==> config.mk <==
export PLATFORM = sky130hd
export DESIGN_NAME = mpc_config_map
export DESIGN_NICKNAME = d
export VERILOG_FILES = /design/src/verilog/mpc_pkg.sv /design/src/verilog/mpc_config_map.sv /design/src/verilog/mpc_delay.sv
export SDC_FILE = /design/constraint.sdc
export NUM_CORES = 2
export LEC_CHECK = 0
export BUFFER_PORTS_ARGS = -buffer_cell sky130_fd_sc_hd__buf_4
export CELL_PAD_IN_SITES_DETAIL_PLACEMENT = 1
export CELL_PAD_IN_SITES_GLOBAL_PLACEMENT = 1
export CORE_MARGIN = 1.5
export CORE_UTILIZATION = 48
export DETAILED_ROUTE_END_ITERATION = 10
export GPL_TIMING_DRIVEN = 1
export PLACE_DENSITY = 0.77
export REMOVE_ABC_BUFFERS = 1
export SYNTH_ARGS = -nofsm -noshare
export SYNTH_HDL_FRONTEND = slang
export SYNTH_SLANG_ARGS = --single-unit
==> constraint.sdc <==
create_clock -name sys_clk -period 39.4 [get_ports sys_clk]
set_clock_uncertainty 0.05 [all_clocks]
set_input_delay 3.94 -clock sys_clk [delete_from_list [all_inputs] [get_ports sys_clk]]
set_output_delay 3.94 -clock sys_clk [all_outputs]
set_load 0.01 [all_outputs]
==> src/verilog/mpc_pkg.sv <==
// Shared constants, word map and types for the modem pump configuration word map
package mpc_pkg;

    // Clock and timing
    localparam int CLK_PERIOD_NS  = 20;
    localparam int SYS_CLK_MHZ    = 50;
    localparam int ACCESS_TIME_US = 105;
    localparam int ACCESS_CYCLES  = ACCESS_TIME_US * SYS_CLK_MHZ;
    localparam int SOFT_RESET_REQUEST_TIME_NS = 1000;
    localparam int SOFT_RESET_REQUEST_CYCLES  = (SOFT_RESET_REQUEST_TIME_NS + CLK_PERIOD_NS - 1) / CLK_PERIOD_NS;

    // Word geometry
    localparam int ADDR_W = 9;
    localparam int DATA_W = 16;
    localparam int IDX_W  = 7;
    localparam int NWORDS = 80;

    // Interface RAM word addresses
    localparam logic [8:0] ADDR_DISCRETE_TONE_DETECT_STATUS  = 9'h000;
    localparam logic [8:0] ADDR_TONE_DETECT_THRESHOLD        = 9'h003;
    localparam logic [8:0] ADDR_TONE_DETECTOR_LEVELS         = 9'h026;
    localparam logic [8:0] ADDR_BIQUAD_ON_POINT              = 9'h051;
    localparam logic [8:0] ADDR_BIQUAD_OFF_POINT             = 9'h052;
    localparam logic [8:0] ADDR_EYE_QUALITY_LEVEL            = 9'h092;
    localparam logic [8:0] ADDR_TONE_DETECTOR_COEFFICIENTS   = 9'h145;
    localparam logic [8:0] ADDR_BIQUAD_FIRST_COEFFICIENTS    = 9'h155;
    localparam logic [8:0] ADDR_BIQUAD_SECOND_COEFFICIENTS   = 9'h15f;
    localparam logic [8:0] ADDR_MODEM_TRANSMIT_LEVEL         = 9'h185;
    localparam logic [8:0] ADDR_DIAL_ON_COUNT                = 9'h18c;
    localparam logic [8:0] ADDR_DIAL_OFF_COUNT               = 9'h18d;
    localparam logic [8:0] ADDR_DIAL_INTERPULSE_COUNT        = 9'h18e;
    localparam logic [8:0] ADDR_TONE_GENERATOR_FIRST         = 9'h191;
    localparam logic [8:0] ADDR_TONE_GENERATOR_SECOND        = 9'h196;
    localparam logic [8:0] ADDR_DIALTONE_LOW_BAND_LEVEL      = 9'h1a0;
    localparam logic [8:0] ADDR_DIALTONE_HIGH_BAND_LEVEL     = 9'h1a1;
    localparam logic [8:0] ADDR_BAND_REJECT_COEFFICIENTS     = 9'h1a2;
    localparam logic [8:0] ADDR_CONNECTION_SPEED             = 9'h1f0;
    localparam logic [8:0] ADDR_CARRIER_DETECT_ON_THRESHOLD  = 9'h1f4;
    localparam logic [8:0] ADDR_CARRIER_DETECT_OFF_THRESHOLD = 9'h1f5;
    localparam logic [8:0] ADDR_MSE_MAX_THRESHOLD            = 9'h1f6;
    localparam logic [8:0] ADDR_MODEM_CONTROL_STATUS         = 9'h1f7;
    localparam logic [8:0] ADDR_PUMP_MISC_CONTROLS           = 9'h1fa;
    localparam logic [8:0] ADDR_TONE_CONTROL_STATUS          = 9'h1fc;
    localparam logic [8:0] ADDR_BUFFER_CONTROL               = 9'h1fd;
    localparam logic [8:0] ADDR_TRAINING_CONTROL             = 9'h1fe;
    localparam logic [8:0] ADDR_PUMP_CONFIGURATION           = 9'h1ff;

    // Contiguous runs of words; storage index follows region order
    localparam int N_REGIONS = 15;
    localparam logic [N_REGIONS-1:0][8:0] REGION_BASE = {
        ADDR_TONE_CONTROL_STATUS, ADDR_PUMP_MISC_CONTROLS,
        ADDR_CARRIER_DETECT_ON_THRESHOLD, ADDR_CONNECTION_SPEED,
        ADDR_DIALTONE_LOW_BAND_LEVEL, ADDR_TONE_GENERATOR_SECOND,
        ADDR_TONE_GENERATOR_FIRST, ADDR_DIAL_ON_COUNT, ADDR_MODEM_TRANSMIT_LEVEL,
        ADDR_TONE_DETECTOR_COEFFICIENTS, ADDR_EYE_QUALITY_LEVEL, ADDR_BIQUAD_ON_POINT,
        ADDR_TONE_DETECTOR_LEVELS, ADDR_TONE_DETECT_THRESHOLD,
        ADDR_DISCRETE_TONE_DETECT_STATUS};
    localparam logic [N_REGIONS-1:0][8:0] REGION_LEN = {
        9'h004, 9'h001, 9'h004, 9'h001, 9'h007, 9'h001, 9'h001, 9'h003,
        9'h001, 9'h024, 9'h001, 9'h002, 9'h010, 9'h001, 9'h001};
    localparam logic [IDX_W-1:0] CFG_INDEX = 7'h4f;

    // Configuration word fields
    localparam int CFG_ORG_BIT   = 14;
    localparam int CFG_ERR_BIT   = 13;
    localparam int CFG_MCU_BIT   = 10;
    localparam int CFG_SRST_BIT  = 8;
    localparam int MODE_W        = 7;
    localparam logic [15:0] CFG_RESET       = 16'h0000;
    localparam logic [15:0] CFG_UNUSED_MASK = 16'h8080;
    localparam logic [15:0] WORD_RESET      = 16'h0000;

    // Operating-mode codes
    localparam logic [6:0] MODE_STANDBY     = 7'h00;
    localparam logic [6:0] MODE_TONE_TX     = 7'h01;
    localparam logic [6:0] MODE_TONE_DETECT = 7'h02;
    localparam logic [6:0] MODE_DIAL        = 7'h03;
    localparam logic [6:0] MODE_TONE_TXRX   = 7'h04;
    localparam logic [6:0] MODE_QAM_2400    = 7'h08;
    localparam logic [6:0] MODE_DPSK_1200   = 7'h09;
    localparam logic [6:0] MODE_DPSK_ALT    = 7'h0b;
    localparam logic [6:0] MODE_FSK_300     = 7'h10;
    localparam logic [6:0] MODE_FSK_ALT     = 7'h11;
    localparam logic [6:0] MODE_SPLIT_1200  = 7'h13;

    typedef enum logic {ACC_IDLE, ACC_BUSY} mpc_phase_t;

    // One indirect access request
    typedef struct packed {
        logic              write;
        logic [ADDR_W-1:0] addr;
        logic [DATA_W-1:0] wdata;
    } mpc_req_t;

    typedef struct packed {
        logic             hit;
        logic [IDX_W-1:0] idx;
    } mpc_hit_t;

    // Map a word address onto a storage index
    function automatic mpc_hit_t mpc_decode(input logic [ADDR_W-1:0] addr);
        mpc_hit_t         r;
        logic [IDX_W-1:0] base_idx;
        r        = '0;
        base_idx = '0;
        for (int i = 0; i < N_REGIONS; i++) begin
            if (addr >= REGION_BASE[i] &&
                10'(addr) < 10'(REGION_BASE[i]) + 10'(REGION_LEN[i])) begin
                r.hit = 1'b1;
                r.idx = base_idx + IDX_W'(addr - REGION_BASE[i]);
            end
            base_idx = base_idx + REGION_LEN[i][IDX_W-1:0];
        end
        return r;
    endfunction : mpc_decode

    // Only listed operating modes are legal
    function automatic logic mpc_mode_valid(input logic [MODE_W-1:0] mode);
        case (mode)
            MODE_STANDBY, MODE_TONE_TX, MODE_TONE_DETECT, MODE_DIAL, MODE_TONE_TXRX,
            MODE_QAM_2400, MODE_DPSK_1200, MODE_DPSK_ALT, MODE_FSK_300, MODE_FSK_ALT,
            MODE_SPLIT_1200: return 1'b1;
            default:         return 1'b0;
        endcase
    endfunction : mpc_mode_valid

endpackage : mpc_pkg

==> src/verilog/mpc_config_map.sv <==
// Interface RAM word map and configuration word of the modem data pump
//
// Notes on behaviour
// Originate-select bit 14 set means originating modem, clear means answer mode.
// Host writes originate-select no later than the write setting the mode field.
// Error bit 13 is set on any internal fault, such as invalid mode code.
// Host should reset the device after seeing the error bit set.
// Manual-handshake bit 10 hands the 2400 bps handshake sequence to the host.
// Writing one to soft-reset bit 8 starts a software reset in any mode.
// Device clears soft-reset bit itself when the software reset has finished.
// Host always writes zero to unused bits 15 and 7.
// Configuration word at address 01ff is zero after reset.
// Host updates words by read-modify-write, preserving undocumented bits.
// Each access takes up to 105 us; request flag clears on completion.
// Mode zero selects idle standby, not a low-power sleep state.
// Reserved bits 12, 11 and 9 keep the written value and do nothing.
`timescale 1ns/1ps
module mpc_config_map
    import mpc_pkg::*;
#(
    parameter int ACC_CYCLES  = ACCESS_CYCLES,  // Indirect access latency
    parameter int SRST_CYCLES = SOFT_RESET_REQUEST_CYCLES   // Soft reset duration
) (
    input  wire logic              sys_clk,                 // System clock
    input  wire logic              reset,                   // Async reset, active high
    input  wire logic              access_start,            // Request pulse
    input  wire mpc_req_t          access_req,              // Address, direction, data
    output logic [DATA_W-1:0]      access_rdata,            // Read data of last read
    output logic                   ram_request_flag,        // Access in progress
    input  wire logic              internal_fault,          // Fault seen by pump core
    output logic                   originate_select,        // Originating modem
    output logic                   manual_handshake_enable, // Host-driven handshake
    output logic [MODE_W-1:0]      operating_mode,          // Selected mode
    output logic                   standby_idle,            // Idle standby running
    output logic                   pump_error,              // Error flag
    output logic                   soft_reset_request,      // Soft reset bit
    output logic                   pump_in_reset            // Soft reset in progress
);

    localparam int ACC_W  = $clog2(ACC_CYCLES + 1);
    localparam int SRST_W = $clog2(SRST_CYCLES + 1);

    typedef struct packed {
        mpc_phase_t                    phase;
        mpc_req_t                      req;
        logic [DATA_W-1:0]             rdata;
        logic [NWORDS-1:0][DATA_W-1:0] words;
        logic                          srst_run;
    } map_state_t;

    map_state_t        state_reg;
    map_state_t        state_next;
    logic              acc_start;
    logic              acc_done;
    logic              srst_start;
    logic              srst_done;
    logic              fault;
    logic [DATA_W-1:0] cfg;
    logic [DATA_W-1:0] cfg_wr;
    mpc_hit_t          hit;

    assign cfg = state_reg.words[CFG_INDEX];

    // Access latency timer; the flag stays up for the whole run
    mpc_delay #(
        .CNT_W      (ACC_W)
    ) u_access_delay (
        .sys_clk    (sys_clk),
        .reset      (reset),
        .start      (acc_start),
        .load_count (ACC_W'(ACC_CYCLES)),
        .running    (),
        .done       (acc_done)
    );

    // Soft reset timer
    mpc_delay #(
        .CNT_W      (SRST_W)
    ) u_soft_reset_delay (
        .sys_clk    (sys_clk),
        .reset      (reset),
        .start      (srst_start),
        .load_count (SRST_W'(SRST_CYCLES)),
        .running    (),
        .done       (srst_done)
    );

    // Internal faults include an illegal mode code
    assign fault = internal_fault || !mpc_mode_valid(cfg[MODE_W-1:0]);

    // Configuration word as written by the host
    always_comb begin
        cfg_wr                = state_reg.req.wdata & ~CFG_UNUSED_MASK;  // Unused bits read zero
        cfg_wr[CFG_ERR_BIT]   = cfg[CFG_ERR_BIT];                         // Host cannot forge it
        cfg_wr[CFG_SRST_BIT]  = cfg[CFG_SRST_BIT] | state_reg.req.wdata[CFG_SRST_BIT];
    end

    // Access sequencing, soft reset and error flag
    always_comb begin
        state_next = state_reg;
        acc_start  = 1'b0;
        srst_start = 1'b0;
        hit        = mpc_decode(state_reg.req.addr);
        unique case (state_reg.phase)
            ACC_IDLE: begin
                // New requests only taken while idle; busy-time requests are dropped
                if (access_start) begin
                    state_next.req   = access_req;
                    state_next.phase = ACC_BUSY;
                    acc_start        = 1'b1;
                end
            end
            ACC_BUSY: begin
                if (acc_done) begin
                    state_next.phase = ACC_IDLE;
                    if (state_reg.req.write) begin
                        if (hit.hit && hit.idx == CFG_INDEX) begin
                            state_next.words[CFG_INDEX] = cfg_wr;
                        end else if (hit.hit) begin
                            state_next.words[hit.idx] = state_reg.req.wdata;
                        end
                    end else begin
                        // Unmapped reads return zero
                        state_next.rdata = hit.hit ? state_reg.words[hit.idx] : WORD_RESET;
                    end
                end
            end
        endcase
        // Start the soft reset once the bit lands
        if (state_next.words[CFG_INDEX][CFG_SRST_BIT] && !state_reg.srst_run) begin
            srst_start          = 1'b1;
            state_next.srst_run = 1'b1;
        end
        // Completion returns the word to its reset value and drops the bit
        if (srst_done) begin
            state_next.words[CFG_INDEX] = CFG_RESET;
            state_next.srst_run         = 1'b0;
        end
        // Set wins over the soft reset clear so no fault is lost
        if (fault) begin
            state_next.words[CFG_INDEX][CFG_ERR_BIT] = 1'b1;
        end
    end

    always_ff @(posedge sys_clk or posedge reset) begin
        if (reset) begin
            state_reg                  <= '0;
            state_reg.phase            <= ACC_IDLE;
            state_reg.words[CFG_INDEX] <= CFG_RESET;
        end else begin
            state_reg <= state_next;
        end
    end

    // Outputs straight from the stored state
    assign access_rdata            = state_reg.rdata;
    assign ram_request_flag        = state_reg.phase == ACC_BUSY;
    assign originate_select        = cfg[CFG_ORG_BIT];
    assign manual_handshake_enable = cfg[CFG_MCU_BIT];
    assign operating_mode          = cfg[MODE_W-1:0];
    assign pump_error              = cfg[CFG_ERR_BIT];
    assign soft_reset_request      = cfg[CFG_SRST_BIT];
    assign pump_in_reset           = state_reg.srst_run;
    // Mode zero is idle standby; no sleep state is entered from here
    assign standby_idle = operating_mode == MODE_STANDBY && !state_reg.srst_run;

    // ---------------- Checks ----------------

    // Bound follows the instance's own soft reset length, not the package default
    localparam int SRST_WAIT = SRST_CYCLES + 2;

    logic             cfg_write_done;
    logic             seen_clk;
    logic [ACC_W:0]   busy_cnt;

    assign cfg_write_done = acc_done && state_reg.req.write &&
                            state_reg.req.addr == ADDR_PUMP_CONFIGURATION;

    // Marks the first clock after reset release
    always_ff @(posedge sys_clk or posedge reset) begin
        if (reset) begin
            seen_clk <= 1'b0;
        end else begin
            seen_clk <= 1'b1;
        end
    end

    // Length of the current access
    always_ff @(posedge sys_clk or posedge reset) begin
        if (reset) begin
            busy_cnt <= '0;
        end else if (ram_request_flag) begin
            busy_cnt <= busy_cnt + (ACC_W + 1)'(1);
        end else begin
            busy_cnt <= '0;
        end
    end

    a_org_from_write: assert property (@(posedge sys_clk) disable iff (reset)
        cfg_write_done && !srst_done |=> originate_select == $past(state_reg.req.wdata[CFG_ORG_BIT]))
        else $error("originate select does not follow config write");

    a_error_on_fault: assert property (@(posedge sys_clk) disable iff (reset)
        internal_fault |=> pump_error)
        else $error("error flag not set after internal fault");

    a_error_sticky: assert property (@(posedge sys_clk) disable iff (reset)
        pump_error && !srst_done |=> pump_error)
        else $error("error flag dropped without soft reset");

    a_mcu_from_write: assert property (@(posedge sys_clk) disable iff (reset)
        cfg_write_done && !srst_done
            |=> manual_handshake_enable == $past(state_reg.req.wdata[CFG_MCU_BIT]))
        else $error("manual handshake bit does not follow config write");

    a_soft_reset_request_starts: assert property (@(posedge sys_clk) disable iff (reset)
        cfg_write_done && state_reg.req.wdata[CFG_SRST_BIT] |=> soft_reset_request ##1 pump_in_reset)
        else $error("soft reset did not start after write");

    a_soft_reset_request_clears: assert property (@(posedge sys_clk) disable iff (reset)
        $rose(pump_in_reset) |-> ##[1:SRST_WAIT] (!soft_reset_request && !pump_in_reset))
        else $error("soft reset bit not cleared in time");

    a_cfg_reset_zero: assert property (@(posedge sys_clk) disable iff (reset)
        !seen_clk |-> cfg == CFG_RESET)
        else $error("config word not zero after reset");

    a_access_bound: assert property (@(posedge sys_clk) disable iff (reset)
        busy_cnt <= (ACC_W + 1)'(ACC_CYCLES))
        else $error("access held longer than its latency");

    a_busy_holds_req: assert property (@(posedge sys_clk) disable iff (reset)
        ram_request_flag && !acc_done |=> ram_request_flag && $stable(state_reg.req))
        else $error("request changed or flag dropped mid access");

    a_standby_mode: assert property (@(posedge sys_clk) disable iff (reset)
        cfg_write_done && !srst_done && state_reg.req.wdata[MODE_W-1:0] == MODE_STANDBY
            && !state_reg.req.wdata[CFG_SRST_BIT] && !state_reg.srst_run |=> standby_idle)
        else $error("mode zero did not give standby");

    a_reserved_kept: assert property (@(posedge sys_clk) disable iff (reset)
        cfg_write_done && !srst_done |=> cfg[12:11] == $past(state_reg.req.wdata[12:11])
            && cfg[9] == $past(state_reg.req.wdata[9]))
        else $error("reserved config bits not kept");

endmodule : mpc_config_map

==> src/verilog/mpc_delay.sv <==
// Down-counting delay used for access latency and soft reset duration
`timescale 1ns/1ps
module mpc_delay
    import mpc_pkg::*;
#(
    parameter int CNT_W = 13
) (
    input  wire logic             sys_clk,    // System clock
    input  wire logic             reset,      // Async reset, active high
    input  wire logic             start,      // Start pulse, ignored while running
    input  wire logic [CNT_W-1:0] load_count, // Cycles to run, at least one
    output logic                  running,    // Delay in progress
    output logic                  done        // Pulse in the last counted cycle
);

    typedef struct packed {
        logic             run;
        logic [CNT_W-1:0] count;
    } dly_state_t;

    dly_state_t state_reg;
    dly_state_t state_next;

    // Run flag and last cycle of a run
    assign running = state_reg.run;
    assign done    = state_reg.run && state_reg.count == CNT_W'(1);

    // Load on start, count down, stop at one
    always_comb begin
        state_next = state_reg;
        if (!state_reg.run) begin
            if (start) begin
                state_next.run   = 1'b1;
                state_next.count = load_count;
            end
        end else if (done) begin
            state_next.run   = 1'b0;
            state_next.count = '0;
        end else begin
            state_next.count = state_reg.count - CNT_W'(1);
        end
    end

    always_ff @(posedge sys_clk or posedge reset) begin
        if (reset) begin
            state_reg <= '0;
        end else begin
            state_reg <= state_next;
        end
    end

endmodule : mpc_delay

Yosys cells after proc, flatten, opt, wreduce, memory -nomap -nowiden
Memories as Yosys holds them, arrays and structs flattened.
Index checks and enable logic that the tools add are counted.
{ "classes": {"magnitude_cmp": 31, "bitwise": 4, "n_mul": 0, "addsub": 30, "n_div": 0, "eq_ne": 4, "shifts": 0, "reduce_logical": 41, "n_mux": 45} }
{ "ops": {"columns": ["operator", "count"], "rows": [
  ["two-way mux 1280 bit", 4],
  ["bitwise mux 1280 bit", 1],
  ["two-way mux 1264 bit", 1],
  ["two-way mux 8 bit", 15],
  ["binary-select mux 16 bit (select 7 bit)", 1],
  ["demux 16 bit (select 7 bit)", 1],
  [">= comparator 9 bit (second input constant)", 10],
  ["less-than comparator 9 bit (second input constant)", 9],
  ["two-way mux 16 bit", 5],
  ["subtractor 7 bit (second input constant)", 6],
  ["adder 6 x 7 -> 7 bit (first input constant)", 5],
  ["adder 7 bit (first input constant)", 4],
  ["two-way mux 14 bit", 2],
  ["two-way mux 27 bit", 1],
  ["adder 5 x 7 -> 7 bit (first input constant)", 3],
  ["subtractor 7 x 5 -> 7 bit (second input constant)", 3],
  ["logical AND 1 bit", 20],
  ["nonzero test 3 bit", 5],
  ["two-way mux 7 bit", 2],
  ["subtractor 7 x 6 -> 7 bit (second input constant)", 2],
  ["== test 13 x 1 -> 1 bit (second input constant)", 1],
  ["two-way mux 13 bit", 1],
  ["subtractor 13 x 1 -> 13 bit (second input constant)", 1],
  ["nonzero test 2 bit", 6],
  ["34 further kinds", 46]
]} }
{ "totals": {"romBits": 32, "ramBits": 0, "output_inout_bits": 30, "latchBits": 0, "mem_count": 1, "word_cells": 248, "reg_bits": 1345, "in_bits": 30} }
{ "memory_table": {"columns": ["name", "depth", "word_bits", "read_ports", "rd_clocked_by_memory_dff", "wr", "line", "rtl"], "rows": [
  ["(name not given)", 32, 1, 1, 0, 0, "mpc_pkg.sv:119", "case (mode)"]
]} }

Longest topological paths before layout
{ "depth": {"ltp_word": 31, "depth_mapped": 21, "mapped_depth_nobuf": 14} }

By module
Synthesis repeated with hierarchy kept, for this count alone.
{ "unflattened": {"hier_cells": 5289, "area_unflattened_um2": 63903.8} }
{ "by_module_without_submodules": {"columns": ["module", "instances", "seq_area_each_um2", "area_each_um2", "cells_each"], "rows": [
  ["mpc_config_map", 1, 33131.8, 62550.0, 5145],
  ["mpc_delay (u_access_delay)", 1, 350.3, 904.6, 99],
  ["mpc_delay (u_soft_reset_delay)", 1, 175.2, 449.2, 45]
]} }

Least setup slack after synthesis
OpenSTA, ideal clock, no wires.
{ "synth_timing": {"path_kind": "input -> register", "from": "input port access_start", "to": "register state_reg, in the netlist cfg_wr[10]", "setup_time_ns": 0.125, "cell_stages": 4, "t_arrival_ns": 5.064, "path_buffers": 2, "required_time_ns": 39.225, "slack_ns": 34.161, "cell_sequence": "nor2b_1 > clkbuf_1 > clkbuf_1 > mux2_2"} }
{ "synth_between": {"elab_chain_len": 1} }
{ "synth_lines": {"columns": ["item", "line", "rtl"], "rows": [
  ["start, declared", "mpc_config_map.sv:26", "input wire logic access_start,"],
  ["AND reduction 2 bit (no line)", null, null],
  ["end signal, assigned", "mpc_config_map.sv:151", "state_reg <= state_next;"],
  ["end, declared", "mpc_config_map.sv:51", "map_state_t state_reg;"]
]} }
Every way passes these cells.
A chain may end at the register's enable or synchronous reset.

Final worst setup path
{ "layout_timing": {"from": "register state_reg[1316] (netlist bit)", "to": "register state_reg, in the netlist access_rdata[13]"} }
{ "layout_between": {"elab_chain_len": 20, "elab_cells_between_ends": 89, "classes_between": "28 x add/sub; 29 x order compare; 18 x mux; 14 x reduce/logical"} }
{ "layout_lines": {"columns": ["item", "line", "rtl"], "rows": [
  ["parallel branches: the longest is 16 deep, another holds subtractor 7 x 2 -> 7 bit", null, null],
  ["two-way mux 8 bit *", "mpc_pkg.sv:107", "if (addr >= REGION_BASE[i] &&"],
  ["binary-select mux 16 bit (select 7 bit)", "mpc_config_map.sv:124", "state_next.rdata = hit.hit ? state_reg.words[hit.idx] : WORD_RESET;"],
  ["two-way mux 16 bit (not written as such)", "mpc_config_map.sv:124", null],
  ["two-way mux 16 bit *", "mpc_config_map.sv:124", null]
]} }
Every way passes the cells marked *. The select of a mux whose other input is x is not followed.

==> metrics.txt <==
run status=finished, violations left; failing checks=max-capacitance violations, max-slew violations; fmax=between 100 and 150 MHz; clock latency on the worst-skew pair=approximately 0.79 ns; post-synthesis sequential area ratio=0.5146; CTS tree=built; total number of vias=a little under 50000; WP data required=about 40 ns; htree depth=4; fin crit period=roughly 7.9 ns; Synth top area share=0.5146; Min-Delay Path Depth=1; clk root buf=clkbuf_16; chip height=roughly 370 um; # fillers=roughly 14000; Rows=~140; post-route ant nets=0; post-CTS setup buffer count=0; area of the core=about 140000 um^2; Final Worst Setup Slack=approximately 31 ns; Post-synth top cells=dfrtp_1 (1345), mux2_2 (1036), nand2_1 (545); CP Max Fanout=48; clk buf depth=3; remaining global-route overflow=0; max-cap violation count=1; number of enable flip-flop cells after synthesis=0; total track usage=0.3502; post-synth top area cell=dfrtp_1; initial antenna violation count=13; cells on worst reg2reg path=16; Clk pin slew, worst setup/hold paths=0.08 ns; Critical R2R Launch=state_reg[1316]; fin nets=5330; I/O Pins=60; Initial Util=0.4834; die width=372.1 um; DRC Markers=0; Critical Path AT=8.54 ns; DP HPWL=141.8 mm; Max Slew Vio Count=2; drt pass-1 iters=6; vias in the first global route=a little over 50000; Synth-to-Final Area Change=9.191%; Async SR Flop Fraction=1.000; pin count of the biggest net entering global routing=178; dpl ws=about 32 ns; most frequent cell after synthesis=dfrtp_1; DR vias/cell=approximately 6.8; RSZ-0062 raised after global routing=no; Seq cells post-synth=around 1300; worst hold path type=reg2reg; Netlist cell types=between 100 and 150; startpoint types=flip-flop; total wire length=242.0 mm; synth top area cells=dfrtp_1 (51%), mux2_2 (18%), mux2_1 (5.3%); CTS buffer count=around 150; syn_area_per_cell=~12 um^2; Port Buf Inserts=between 50 and 60; Pleak=approximately 34 nW; post-cts sizing count=0; post-route non-filler standard cell count=7171; Synth Instances=between 5000 and 6000; max FFs per register=1278; fin crit share=0.2010; reg2reg setup slack=roughly 31 ns; hold_buf cts=0; clk sinks=~1300; Worst Setup End Kind=flip-flop; Top FF cell, synth=dfrtp_1; Max transition margin=-0.07193; worst vdd ir=53.13 uV; placed instance count=6908; worst reg2reg endpoint=access_rdata[13]; # setup viols final=0; Pwr Density=approximately 51 nW/um^2; Routability Congestion=around 0.89; mapped cell area=65400 um^2; Worst Setup SP=state_reg[1316]; layout cell share with drive strength beyond 1=0.3071; worst setup path endpoint=access_rdata[13]; routed len/inst=between 30 and 40 um; die area=~140000 um^2; DR iter-0 viols=~5100; kind of critical path=reg2reg; Least-Margin Pin Slew=~1.6 ns; Core Util, Final=0.5278; first-pass GRT wire length=356.2 mm; final hold violations=0; Synth warnings=0; Power Total=roughly 3.6 mW
power by group:
| group | switching [mW] | internal, mW | total [mW] |
|---|---|---|---|
| combinational | 0.660 | 0.185 | 0.846 |
| sequential | 0.0130 | 1.39 | 1.40 |
| clock | 0.591 | 0.797 | 1.39 |
| total | 1.26 | 2.37 | 3.63 |
metrics by stage:
stage / hold slack [ns] / cell area [um^2] / TNS (ns)
2_1_floorplan: 0.4009 / 62670 / -3372.89
3_3_place_gp: 0.4104 / 66620 / 0
3_5_place_dp: 0.4185 / 66620 / 0
4_1_cts: 0.4324 / 71400 / 0
5_1_grt: 0.4525 / 71400 / 0
6_report: 0.4305 / 71410 / 0
cells in the final DEF (no fill, tap or decap), types with 16 or more instances in the layout:
cell type / instances
a31oi_1: 73
o2111ai_1: 28
o21ai_0: 148
clkbuf_8: 43
a21oi_1: 96
o22ai_1: 166
and3_1: 25
nand4_1: 17
nor2_4: 25
mux2i_1: 39
nor2_2: 39
dfrtp_1: 1329
nand3_1: 147
clkbuf_1: 34
mux2_1: 306
nor3_1: 50
clkinv_2: 16
or3_1: 26
a211oi_1: 22
buf_4: 191
nand2_1: 543
nor2_1: 175
o221ai_1: 80
o211ai_1: 62
nor2_8: 17
a311oi_1: 26
clkbuf_16: 149
inv_1: 22
ha_1: 25
o21ai_1: 19
mux2_2: 1036
critical path: stages (launching register included):
cell	delay, ns
dfrtp_1	0.86
inv_1	0.36
ha_1	0.49
and2b_1	0.34
a211o_1	0.33
a211oi_1	0.27
o21bai_1	0.17
a221o_1	0.61
nand2_8	0.47
buf_4	0.62
nand3_4	0.87
buf_4	0.66
o22ai_1	0.26
a21oi_1	0.07
and2_1	0.19
or4b_1	0.65
a22o_1	0.24
cell type report:
cell class | instances | area [um^2] | area share
Sequential cell | 1345 | 33680 | 0.4716
Multi-Input combinational cell | 3562 | 29080 | 0.4073
Clock inverter | 32 | 329.1 | 0.004608
Inverter | 24 | 97.59 | 0.001367
Antenna cell | 5 | 12.51 | 0.0001752
Clock buffer | 226 | 4448 | 0.06229
Tap cell | 1781 | 2228 | 0.03120
Timing Repair Buffer | 196 | 1534 | 0.02148
logic make-up (layout without fill, tap and decap cells):
group	count (synthesis)	count (layout)	share of synthesized area
AOI/OAI and AO/OA	962	962	0.1062
xor gates and xnor gates	20	20	0.002678
adders and majority gates	26	26	0.004936
buffers and inverters	527	478	0.04310
DFF	1345	1345	0.5146
muxes	1381	1381	0.2370
other	0	5	0
and+or+nand+nor	1173	1173	0.09145
how the worst min path moves through the flow:
stage                     endpoint           start
detailed placement  state_reg[726]  state_reg[726]
global route        state_reg[631]  state_reg[631]
CTS                 state_reg[726]  state_reg[726]
floorplan           state_reg[726]  state_reg[726]
global placement    state_reg[291]  state_reg[291]
finish              state_reg[726]  state_reg[726]
per-layer routing:
metal  track usage  routed length [um]  vias up
met1        0.4565               96180    26080
met5             0                  66        -
met2        0.5404              109500     2435
met3       0.06553               19350      815
li1              -                   -    19530
met4        0.2179               16950       10
Note: power is estimated with default switching activity, not from simulation.
